## src/hdl/cct_defs.svh

```systemverilog
`ifndef CCT_DEFS_SVH
`define CCT_DEFS_SVH

// ==========================================================
// Register byte offsets
`define CCT_ADDR_REQ 8'h00
`define CCT_ADDR_CMD 8'h04
`define CCT_ADDR_PEND 8'h08
`define CCT_ADDR_STATUS 8'h0C
`define CCT_ADDR_LIMIT 8'h10

// ==========================================================
// Register fields
`define CCT_CMD_LEN 12:0
`define CCT_CMD_TAG 20:16
`define CCT_CMD_NODATA 24
`define CCT_CMD_FUNC 25
`define CCT_PEND_HDR 7:0
`define CCT_PEND_DATA 26:16
`define CCT_ST_PEND 0
`define CCT_ST_OVERSIZE 1
`define CCT_ST_LOST 2
`define CCT_ST_STALL 3
`define CCT_ST_MRRS 10:8
`define CCT_LIM_LIMIT 7:0
`define CCT_LIM_COUNT 23:16

// ==========================================================
// Endpoint fields, reserved space and defaults
`define CCT_DEV_CTRL_MRRS 14:12
`define CCT_TOTAL_HDR 64
`define CCT_TOTAL_DATA_BYTES 15872
`define CCT_CREDIT_SHIFT 4'h4
`define CCT_MRRS_BASE_SHIFT 4'h7
`define CCT_MRRS_MAX_CODE 3'h5
`define CCT_DEFAULT_MRRS 3'h0
`define CCT_RCB_BASE_SHIFT 4'h6
`define CCT_DEFAULT_RCB 1'h0
`define CCT_ADDR_LOW 11:0

`endif

```

## src/hdl/cct_pkg.sv

```systemverilog
package cct_pkg;

	// ==========================================================
	// Accounting options and controller states
	typedef enum {
		CCT_REQUEST_COUNT_OPTION,
		CCT_PER_PACKET_CREDIT_OPTION,
		CCT_PER_BOUNDARY_CREDIT_OPTION,
		CCT_FINE_DATA_CREDIT_OPTION
	} cct_option_t;

	typedef enum {
		CCT_IDLE,
		CCT_HOLD
	} cct_state_t;

	// ==========================================================
	// Carriers
	typedef struct packed {
		logic [31:0] addr;
		logic [12:0] len;
		logic [4:0] tag;
		logic func;
		logic no_data;
	} cct_req_t;

	typedef struct packed {
		logic [6:0] lower_addr;
		logic [12:0] len;
		logic [4:0] tag;
		logic func;
		logic last;
	} cct_cpl_t;

	typedef struct packed {
		logic [7:0] hdr;
		logic [10:0] data;
	} cct_charge_t;

endpackage

```

## src/hdl/cct_charge_mem.sv

```systemverilog
`timescale 1ns/1ps

module cct_charge_mem (
	// Clock
	input wire logic sys_clk,
	// Write port
	input wire logic wr_en,
	input wire logic [4:0] wr_addr,
	input wire cct_pkg::cct_charge_t wr_data,
	// Read port, data one cycle after the strobe
	input wire logic rd_en,
	input wire logic [4:0] rd_addr,
	output cct_pkg::cct_charge_t rd_data
);

	cct_pkg::cct_charge_t mem [0:31];
	cct_pkg::cct_charge_t rd_data_reg;

	always_ff @(posedge sys_clk)
	begin
		if (wr_en)
		begin
			mem[wr_addr] <= wr_data;
		end
		if (rd_en)
		begin
			rd_data_reg <= mem[rd_addr];
		end
	end

	assign rd_data = rd_data_reg;

endmodule

```

## src/hdl/cct_tracker.sv

```systemverilog
// Behaviour
// - issue only when all completions fit
// - never request beyond maximum read size
// - unsampled size assumes 128 bytes
// - first completion ends at boundary or end
// - last completion ends at request end
// - middle completions are whole boundary multiples
// - boundary 0=64, 1=128; default 64
// - header charge equals touched boundary blocks
// - accounting correct without completion merging
// - count option bounds outstanding requests only
// - per-packet frees when request fully satisfied
// - per-boundary frees one block per crossing
// - fine option frees data per credit
// - limit is min of data, header quotients
// - counters clear; issue when both fit
// - per-boundary crossing frees header, block data
// - fine option frees data per 16 bytes
//
// Local design decisions: the address-and-strobe port and the register addresses.
`timescale 1ns/1ps
`include "cct_defs.svh"

module cct_tracker #(
	parameter cct_pkg::cct_option_t OPTION = cct_pkg::CCT_FINE_DATA_CREDIT_OPTION,
	parameter int TOTAL_HDR = `CCT_TOTAL_HDR,
	parameter int TOTAL_DATA_BYTES = `CCT_TOTAL_DATA_BYTES,
	parameter bit SAMPLE_MRRS = 1'b1,
	parameter bit SAMPLE_RCB = 1'b1
) (
	// Clock and reset
	input wire logic sys_clk,
	input wire logic rst_n,
	// Software register port
	input wire logic [7:0] reg_addr,
	input wire logic [31:0] reg_wdata,
	input wire logic reg_wr,
	input wire logic reg_rd,
	output logic [31:0] reg_rdata,
	// Endpoint configuration status
	input wire logic [15:0] dev_ctrl,
	input wire logic [1:0] rcb_status,
	// Request issue toward the endpoint
	output cct_pkg::cct_req_t np_req,
	output logic np_req_valid,
	// Completion arrival from the endpoint
	input wire logic cpl_valid,
	input wire cct_pkg::cct_cpl_t cpl
);

	// ==========================================================
	// Reserved space in credits
	localparam logic [7:0] HDR_CREDITS = 8'(TOTAL_HDR);
	localparam logic [10:0] DATA_CREDITS = 11'(TOTAL_DATA_BYTES >> `CCT_CREDIT_SHIFT);

	// ==========================================================
	// Helpers
	// Blocks of 2**shift bytes touched by a range; also the number of completions
	// or boundary crossings, since completions only split on those boundaries.
	function automatic logic [9:0] cct_blocks(input logic [11:0] addr, input logic [12:0] len,
		input logic [3:0] shift);
		logic [13:0] mask;
		logic [13:0] sum;
		mask = (14'h0001 << shift) - 14'h0001;
		sum = ({2'h0, addr} & mask) + {1'h0, len} + mask;
		cct_blocks = 10'(sum >> shift);
	endfunction

	function automatic logic [3:0] cct_rcb_shift(input logic [1:0] status, input logic func);
		logic bit_sel;
		bit_sel = SAMPLE_RCB ? status[func] : `CCT_DEFAULT_RCB;
		cct_rcb_shift = `CCT_RCB_BASE_SHIFT + {3'h0, bit_sel};
	endfunction

	// ==========================================================
	// State
	cct_pkg::cct_state_t state_reg, state_next;
	cct_pkg::cct_req_t held_reg, held_next;
	cct_pkg::cct_req_t out_req_reg, out_req_next;
	cct_pkg::cct_charge_t mem_rdata;
	logic out_valid_reg, out_valid_next;
	logic [31:0] addr_reg, addr_next;
	logic [7:0] hdr_reg, hdr_next;
	logic [10:0] data_reg, data_next;
	logic [7:0] count_reg, count_next;
	logic ovs_reg, ovs_next;
	logic lost_reg, lost_next;
	logic stall_reg, stall_next;
	logic pkt_free_reg, pkt_free_next;
	logic [31:0] rdata_reg, rdata_next;

	// ==========================================================
	// Request sizing
	logic [2:0] mrrs_code;
	logic [3:0] mrs_shift;
	logic [3:0] req_rcb_shift;
	logic [7:0] hdr_charge;
	logic [10:0] data_charge;
	logic [7:0] limit;
	logic [7:0] data_limit;
	logic [7:0] hdr_limit;
	logic oversize;
	logic fits;
	logic fire;

	always_comb
	begin
		mrrs_code = SAMPLE_MRRS ? dev_ctrl[`CCT_DEV_CTRL_MRRS] : `CCT_DEFAULT_MRRS;
		// Reserved codes fall back to the smallest size, which is always safe.
		if (mrrs_code > `CCT_MRRS_MAX_CODE)
		begin
			mrrs_code = `CCT_DEFAULT_MRRS;
		end
		mrs_shift = `CCT_MRRS_BASE_SHIFT + {1'h0, mrrs_code};
		req_rcb_shift = cct_rcb_shift(rcb_status, held_reg.func);
		hdr_charge = 8'(cct_blocks(held_reg.addr[`CCT_ADDR_LOW], held_reg.len, req_rcb_shift));
		if (OPTION == cct_pkg::CCT_PER_BOUNDARY_CREDIT_OPTION)
		begin
			data_charge = 11'({3'h0, hdr_charge} << (req_rcb_shift - `CCT_CREDIT_SHIFT));
		end
		else if (held_reg.no_data)
		begin
			data_charge = 11'h000;
		end
		else
		begin
			data_charge = 11'(cct_blocks(held_reg.addr[`CCT_ADDR_LOW], held_reg.len, `CCT_CREDIT_SHIFT));
		end
		// Limit assumes the smallest boundary of both functions' worst case is not needed:
		// the boundary of function 0 is taken, as request-count mode has no per-request state.
		data_limit = 8'(TOTAL_DATA_BYTES >> mrs_shift);
		hdr_limit = 8'(TOTAL_HDR >> (mrs_shift - cct_rcb_shift(rcb_status, 1'b0)));
		limit = (data_limit < hdr_limit) ? data_limit : hdr_limit;
		oversize = (held_reg.len == 13'h0000) || (held_reg.len > (13'h0001 << mrs_shift));
		if (OPTION == cct_pkg::CCT_REQUEST_COUNT_OPTION)
		begin
			fits = count_reg < limit;
		end
		else
		begin
			fits = ({1'h0, hdr_reg} + {1'h0, hdr_charge} <= {1'h0, HDR_CREDITS})
				&& ({1'h0, data_reg} + {1'h0, data_charge} <= {1'h0, DATA_CREDITS});
		end
		fire = (state_reg == cct_pkg::CCT_HOLD) && !oversize && fits;
	end

	// ==========================================================
	// Completion release
	logic [3:0] cpl_rcb_shift;
	logic [9:0] cpl_blocks;
	logic [7:0] free_hdr;
	logic [10:0] free_data;
	logic free_req;

	always_comb
	begin
		cpl_rcb_shift = cct_rcb_shift(rcb_status, cpl.func);
		// Per-boundary and fine frees follow actual completion lengths, so merged completions just free more at once.
		cpl_blocks = cct_blocks({5'h00, cpl.lower_addr}, cpl.len, cpl_rcb_shift);
		free_hdr = 8'h00;
		free_data = 11'h000;
		free_req = 1'b0;
		case (OPTION)
			cct_pkg::CCT_REQUEST_COUNT_OPTION:
			begin
				free_req = cpl_valid && cpl.last;
			end
			cct_pkg::CCT_PER_PACKET_CREDIT_OPTION:
			begin
				if (pkt_free_reg)
				begin
					free_hdr = mem_rdata.hdr;
					free_data = mem_rdata.data;
				end
			end
			cct_pkg::CCT_PER_BOUNDARY_CREDIT_OPTION:
			begin
				if (cpl_valid)
				begin
					free_hdr = 8'(cpl_blocks);
					free_data = 11'({1'h0, cpl_blocks} << (cpl_rcb_shift - `CCT_CREDIT_SHIFT));
				end
			end
			default:
			begin
				if (cpl_valid)
				begin
					free_hdr = 8'(cpl_blocks);
					free_data = 11'({1'h0, cct_blocks({5'h00, cpl.lower_addr}, cpl.len, `CCT_CREDIT_SHIFT)});
				end
			end
		endcase
	end

	// Per-packet charges wait here by tag until the request is fully satisfied.
	cct_charge_mem u_mem (
		.sys_clk(sys_clk),
		.wr_en(fire),
		.wr_addr(held_reg.tag),
		.wr_data({hdr_charge, data_charge}),
		.rd_en(cpl_valid && cpl.last),
		.rd_addr(cpl.tag),
		.rd_data(mem_rdata)
	);

	// ==========================================================
	// Next state
	always_comb
	begin
		state_next = state_reg;
		held_next = held_reg;
		addr_next = addr_reg;
		out_valid_next = fire;
		out_req_next = fire ? held_reg : out_req_reg;
		ovs_next = ovs_reg;
		lost_next = lost_reg;
		stall_next = 1'b0;
		pkt_free_next = cpl_valid && cpl.last;
		// Counters saturate at zero so a stray completion cannot wrap them.
		hdr_next = (free_hdr > hdr_reg) ? 8'h00 : hdr_reg - free_hdr;
		data_next = (free_data > data_reg) ? 11'h000 : data_reg - free_data;
		count_next = (free_req && count_reg != 8'h00) ? count_reg - 8'h01 : count_reg;
		if (fire)
		begin
			hdr_next = hdr_next + hdr_charge;
			data_next = data_next + data_charge;
			count_next = count_next + 8'h01;
		end
		if (reg_wr && reg_addr == `CCT_ADDR_STATUS)
		begin
			ovs_next = ovs_reg && !reg_wdata[`CCT_ST_OVERSIZE];
			lost_next = lost_reg && !reg_wdata[`CCT_ST_LOST];
		end
		case (state_reg)
			cct_pkg::CCT_IDLE:
			begin
				if (reg_wr && reg_addr == `CCT_ADDR_REQ)
				begin
					addr_next = reg_wdata;
				end
				else if (reg_wr && reg_addr == `CCT_ADDR_CMD)
				begin
					held_next.addr = addr_reg;
					held_next.len = reg_wdata[`CCT_CMD_LEN];
					held_next.tag = reg_wdata[`CCT_CMD_TAG];
					held_next.no_data = reg_wdata[`CCT_CMD_NODATA];
					held_next.func = reg_wdata[`CCT_CMD_FUNC];
					state_next = cct_pkg::CCT_HOLD;
				end
			end
			default:
			begin
				// Only one request is held; a command in this state is dropped and flagged.
				if (reg_wr && reg_addr == `CCT_ADDR_CMD)
				begin
					lost_next = 1'b1;
				end
				if (oversize)
				begin
					ovs_next = 1'b1;
					state_next = cct_pkg::CCT_IDLE;
				end
				else if (fire)
				begin
					state_next = cct_pkg::CCT_IDLE;
				end
				else
				begin
					stall_next = 1'b1;
				end
			end
		endcase
		rdata_next = 32'h0000_0000;
		if (reg_rd)
		begin
			if (reg_addr == `CCT_ADDR_REQ)
			begin
				rdata_next = addr_reg;
			end
			else if (reg_addr == `CCT_ADDR_PEND)
			begin
				rdata_next[`CCT_PEND_HDR] = hdr_reg;
				rdata_next[`CCT_PEND_DATA] = data_reg;
			end
			else if (reg_addr == `CCT_ADDR_STATUS)
			begin
				rdata_next[`CCT_ST_PEND] = state_reg == cct_pkg::CCT_HOLD;
				rdata_next[`CCT_ST_OVERSIZE] = ovs_reg;
				rdata_next[`CCT_ST_LOST] = lost_reg;
				rdata_next[`CCT_ST_STALL] = stall_reg;
				rdata_next[`CCT_ST_MRRS] = mrrs_code;
			end
			else if (reg_addr == `CCT_ADDR_LIMIT)
			begin
				rdata_next[`CCT_LIM_LIMIT] = limit;
				rdata_next[`CCT_LIM_COUNT] = count_reg;
			end
		end
	end

	// ==========================================================
	// Registers
	always_ff @(posedge sys_clk)
	begin
		if (!rst_n)
		begin
			state_reg <= cct_pkg::CCT_IDLE;
			held_reg <= '0;
			out_req_reg <= '0;
			out_valid_reg <= 1'b0;
			addr_reg <= 32'h0000_0000;
			hdr_reg <= 8'h00;
			data_reg <= 11'h000;
			count_reg <= 8'h00;
			ovs_reg <= 1'b0;
			lost_reg <= 1'b0;
			stall_reg <= 1'b0;
			pkt_free_reg <= 1'b0;
			rdata_reg <= 32'h0000_0000;
		end
		else
		begin
			state_reg <= state_next;
			held_reg <= held_next;
			out_req_reg <= out_req_next;
			out_valid_reg <= out_valid_next;
			addr_reg <= addr_next;
			hdr_reg <= hdr_next;
			data_reg <= data_next;
			count_reg <= count_next;
			ovs_reg <= ovs_next;
			lost_reg <= lost_next;
			stall_reg <= stall_next;
			pkt_free_reg <= pkt_free_next;
			rdata_reg <= rdata_next;
		end
	end

	assign np_req = out_req_reg;
	assign np_req_valid = out_valid_reg;
	assign reg_rdata = rdata_reg;

	// ==========================================================
	// Checks
	chk_hdr_bound: assert property (@(posedge sys_clk) disable iff (!rst_n) hdr_reg <= HDR_CREDITS)
		else $error("pending header credits exceed reserve");
	chk_data_bound: assert property (@(posedge sys_clk) disable iff (!rst_n) data_reg <= DATA_CREDITS)
		else $error("pending data credits exceed reserve");
	chk_req_size: assert property (@(posedge sys_clk) disable iff (!rst_n)
		fire |-> held_reg.len <= (13'h0001 << mrs_shift) ##1 np_req_valid && np_req.len == $past(held_reg.len))
		else $error("request issued beyond maximum read size");
	chk_count_limit: assert property (@(posedge sys_clk) disable iff (!rst_n)
		(OPTION == cct_pkg::CCT_REQUEST_COUNT_OPTION && fire) |-> count_reg < limit)
		else $error("outstanding request limit overrun");
	chk_alloc_add: assert property (@(posedge sys_clk) disable iff (!rst_n)
		(fire && free_hdr == 8'h00) |=> hdr_reg == $past(hdr_reg) + $past(hdr_charge))
		else $error("header credits not charged on issue");
	chk_mrrs_default: assert property (@(posedge sys_clk) disable iff (!rst_n)
		!SAMPLE_MRRS |-> mrs_shift == `CCT_MRRS_BASE_SHIFT)
		else $error("unsampled size is not 128 bytes");
	chk_rcb_default: assert property (@(posedge sys_clk) disable iff (!rst_n)
		!SAMPLE_RCB |-> cpl_rcb_shift == `CCT_RCB_BASE_SHIFT)
		else $error("unsampled boundary is not 64 bytes");
	chk_reset_clear: assert property (@(posedge sys_clk)
		$rose(rst_n) |-> hdr_reg == 8'h00 && data_reg == 11'h000 && !np_req_valid)
		else $error("counters not cleared by reset");
	chk_boundary_free: assert property (@(posedge sys_clk) disable iff (!rst_n)
		(OPTION == cct_pkg::CCT_PER_BOUNDARY_CREDIT_OPTION && cpl_valid && !fire && hdr_reg >= free_hdr)
		|=> hdr_reg == $past(hdr_reg) - $past(free_hdr))
		else $error("boundary crossings not released");
	cov_issue: cover property (@(posedge sys_clk) disable iff (!rst_n) np_req_valid);
	cov_stall: cover property (@(posedge sys_clk) disable iff (!rst_n) stall_reg ##1 fire);
	cov_oversize: cover property (@(posedge sys_clk) disable iff (!rst_n) $rose(ovs_reg));
	cov_release: cover property (@(posedge sys_clk) disable iff (!rst_n) free_hdr != 8'h00 && fire);

endmodule

```

## config.mk

```make
export PLATFORM = sky130hd
export DESIGN_NAME = cct_tracker
export DESIGN_NICKNAME = d
export VERILOG_FILES = /design/src/hdl/cct_pkg.sv /design/src/hdl/cct_charge_mem.sv /design/src/hdl/cct_tracker.sv
export VERILOG_INCLUDE_DIRS = /design/src /design/src/hdl
export SDC_FILE = /design/constraint.sdc
export NUM_CORES = 1
export LEC_CHECK = 0
export BUFFER_PORTS_ARGS = -buffer_cell sky130_fd_sc_hd__clkbuf_2
export CAP_MARGIN = 20
export CORE_MARGIN = 5
export CORE_UTILIZATION = 50
export DETAILED_ROUTE_END_ITERATION = 10
export GPL_ROUTABILITY_DRIVEN = 0
export PLACE_DENSITY = 0.8
export SLEW_MARGIN = 15
export SYNTH_ARGS = -nofsm -noshare
export SYNTH_HDL_FRONTEND = slang
export SYNTH_HIERARCHICAL = 1
export SYNTH_SLANG_ARGS = --single-unit
```

## constraint.sdc

```tcl
create_clock -name sys_clk -period 16.39 [get_ports sys_clk]
set_input_delay 0.8195 -clock sys_clk [delete_from_list [all_inputs] [get_ports sys_clk]]
set_output_delay 0.8195 -clock sys_clk [all_outputs]
set_load 0.05 [all_outputs]
```

==> metrics.txt <==
status=complete, no violations; vias in the first global route=10040; Design Power=1.349 mW; Crit Path Category=input pin to flip-flop; CTS root buf=clkbuf_16; Antenna diodes=0; data arrival time of the worst path=7.87 ns; die area=0.02661 mm2; initial antenna violation count=0; Clk pin slew, worst setup/hold paths=~0.070 ns; Compound-Gate Fraction of Synth Area=0.1500; dpl hpwl=23.22 mm; Slew Viols, Final=0; area of the mapped netlist=around 0.012 mm2; cell accounting for the most synthesized area=dfxtp_1; Synth-to-Final Area Change=13.06%; mux share of post-synthesis cell area=0.07213; skew final=0.01196 ns; most crowded layer after global routing=met2; setup TNS=0 ns; combinational power share=0.302; Post-synth EDFFs=0; Synth top area share=0.3414; fin cells=~1900; Site Rows=56; ys flop type=dfxtp_1; # Max-Cap Violations=0; Initial Util=0.5041; I/O Buffers=155; clk buf depth=2; core area=0.02326 mm2; met2 usage=0.3800; NetSw=0.4423 mW; WL per Instance=~16 um; clock sink count=200; Die Ht=between 150 and 200 um; Synth Area in Simple Gates=0.2172; drt total wl=30.90 mm; # placed instances=approximately 1900; setup slack at placement=8.330 ns; maximum clock rate=0.1321 GHz; Post-synth ARST share=0; met1 Track Usage GR=0.2938; synth top area cells=dfxtp_1 (34%), ha_1 (11%), nand2_1 (7.2%); P_int=0.9063 mW; critical-path maximum fanout=10; unrepaired setup endpoints after global routing=false; largest family of logic cells by synthesized area=simple AND/OR/NAND/NOR gates; Clk network pwr share=0.313; GR met3 Demand/Resource=0.03886; Relative slew margins=0.3520; sequential power share=0.385; Setup crit start kind=input pin; Seq cells post-synth=200; Die Wd=~160 um; Setup Fix Bufs, Post-CTS=0; Worst EP required=16.69 ns; starting DRC count in detailed routing=~870; 1st-pass router iterations=6; peak supply drop=0.07057 mV; total grt overflow=0; H-tree depth=4; share of layout cells above drive strength 1=0.1350; Net Sw Frac=0.3280; final setup fails=0; worst setup margin=8.820 ns; DRC=0; xor/xnor cell area share of the yosys netlist=0.04033; first-pass GRT wire length=49.15 mm; cell count after synthesis=1462; CTS tree=yes; Leakage=6.068 nW; post-detailed-route via-to-cell ratio=about 5.7; post_cts resized=0; post-synthesis sequential area ratio=0.3414; Final period util=0.4619; CP endpoint kind=flip-flop; Net Count, Synth=1664; TritonCTS buffer count=17; largest net degree at the start of global routing=92; via count=10820; final antenna-violating net count=0; adder-cell area share of the yosys netlist=0.1246; syn avg cell area=8.021 um2; power per cell area=101.7 mW/mm2; hold_buf cts=0; Hold Crit Class=flip-flop to flip-flop; YS warnings=6; min cycle time layout=around 7.6 ns; Worst-Skew Late Latency=roughly 0.44 ns; Boundary Pins=175; Final Hold Vio Count=0; Tightest Pin Transition=0.9450 ns; R2R setup slack=10.15 ns; Layout Nets=1776; gr usage total=0.2263; post-synth cell types=between 70 and 80
-- cell type report --
type / count / area [um2]
Clock buffer: 19 / 442.9
Tap cell: 319 / 399.1
Fill cell: 2100 / 10000
Sequential cell: 200 / 4004
Inverter: 86 / 325.3
Multi-Input combinational cell: 1104 / 7099
Clock inverter: 11 / 136.4
Timing Repair Buffer: 165 / 850.8
-- Yosys cell counts (8+ instances only) --
cell      instances
nand3_1          39
xor2_1           18
a222oi_1         11
clkbuf_1         55
nand2b_1         11
fa_1              8
dfxtp_1         200
xnor2_1          36
and2_1           15
nor4_1           11
nor2_1          170
o21bai_1          8
a21o_1           16
nand4_1           9
o21a_1           10
nor2b_1          11
inv_1            82
a21oi_1         133
o21ai_0          45
mux2i_1          80
o211ai_1          9
buf_2             9
nand2_1         226
or3_1            14
nor3_1           27
ha_1            104
-- kinds of logic after synthesis --
family | Yosys count
muxes | 84
xor gates and xnor gates | 54
and+or+nand+nor | 569
buffers and inverters | 158
AOI/OAI and AO/OA | 285
adders and majority gates | 112
DFF | 200
-- final timing paths --
path	from	endpoint	cells after the start
worst max register to register	held_reg[1]$_SDFFE_PN0P_	np_req[11]$_SDFFE_PN0N_	21
worst min register to register	held_reg[6]$_SDFFE_PN0P_	held_reg[6]$_SDFFE_PN0P_	2
worst min-delay path	held_reg[6]$_SDFFE_PN0P_	held_reg[6]$_SDFFE_PN0P_	2
worst max-delay path	cpl[1]	hdr_reg[7]$_SDFF_PN0_	27
-- through the flow --
step	hold slack, ns	util	area [um2]
after floorplan	0.4357	-	11730
after global placement	0.4421	0.5450	12680
after detailed placement	0.4461	0.5450	12680
after CTS	0.4559	0.5699	13260
after global routing	0.4683	0.5699	13260
final	0.4540	0.5699	13260
-- worst max-delay path, stage by stage --
cell and delay, ns:
clkbuf_2 0.08, mux2i_1 0.77, clkinv_1 0.53, and2_1 0.32
fa_1 0.43, ha_1 0.33, nand3_1 0.11, o21ai_0 0.12
a221oi_1 0.59, xnor2_1 0.17, nor2_1 0.10, o21ai_0 0.18
fa_1 0.48, a21o_1 0.17, a21oi_1 0.22, o21bai_1 0.09
a21oi_1 0.29, o21a_1 0.32, nor2b_1 0.13, ha_1 0.29
a21o_1 0.16, a21oi_1 0.20, o21ai_0 0.15, o41ai_1 0.36
xor2_1 0.15, o211ai_1 0.19, o31ai_1 0.09
-- power by group through the flow --
stage               clock network (mW)  logic [mW]  registers (mW)
finish                           0.422       0.407           0.519
global route                     0.446       0.455           0.520
CTS                              0.425       0.402           0.518
detailed placement                   0       0.399           0.529
global placement                     0       0.379           0.529
floorplan                            0       0.319           0.519
-- cell usage in the layout (no fill, tap or decap), drive strengths merged, types with 9 or more instances in the layout --
| cell | synthesis | routed |
|---|---|---|
| buf | 16 | 10 |
| xor2 | 18 | 18 |
| nor4 | 11 | 11 |
| and2 | 15 | 15 |
| nand2 | 227 | 227 |
| nand2b | 11 | 11 |
| xnor2 | 36 | 36 |
| or3 | 14 | 14 |
| mux2i | 80 | 80 |
| nand3 | 39 | 39 |
| a21o | 16 | 16 |
| ha | 104 | 104 |
| o21a | 10 | 10 |
| nor2b | 11 | 11 |
| o211ai | 9 | 9 |
| a21oi | 134 | 134 |
| dfxtp | 200 | 200 |
| nor2 | 170 | 170 |
| o21ai | 45 | 45 |
| nand4 | 9 | 9 |
| nor3 | 29 | 29 |
| clkbuf | 56 | 174 |
| a222oi | 11 | 11 |
| inv | 83 | 89 |
-- per-layer routing --
metal | part of all wire | vias up
met2 | 0.47 | 448
li1 | - | 5254
met1 | 0.43 | 5049
met5 | 0 | -
met4 | 0.030 | 0
met3 | 0.077 | 70
(Power assumes the default switching activity.)
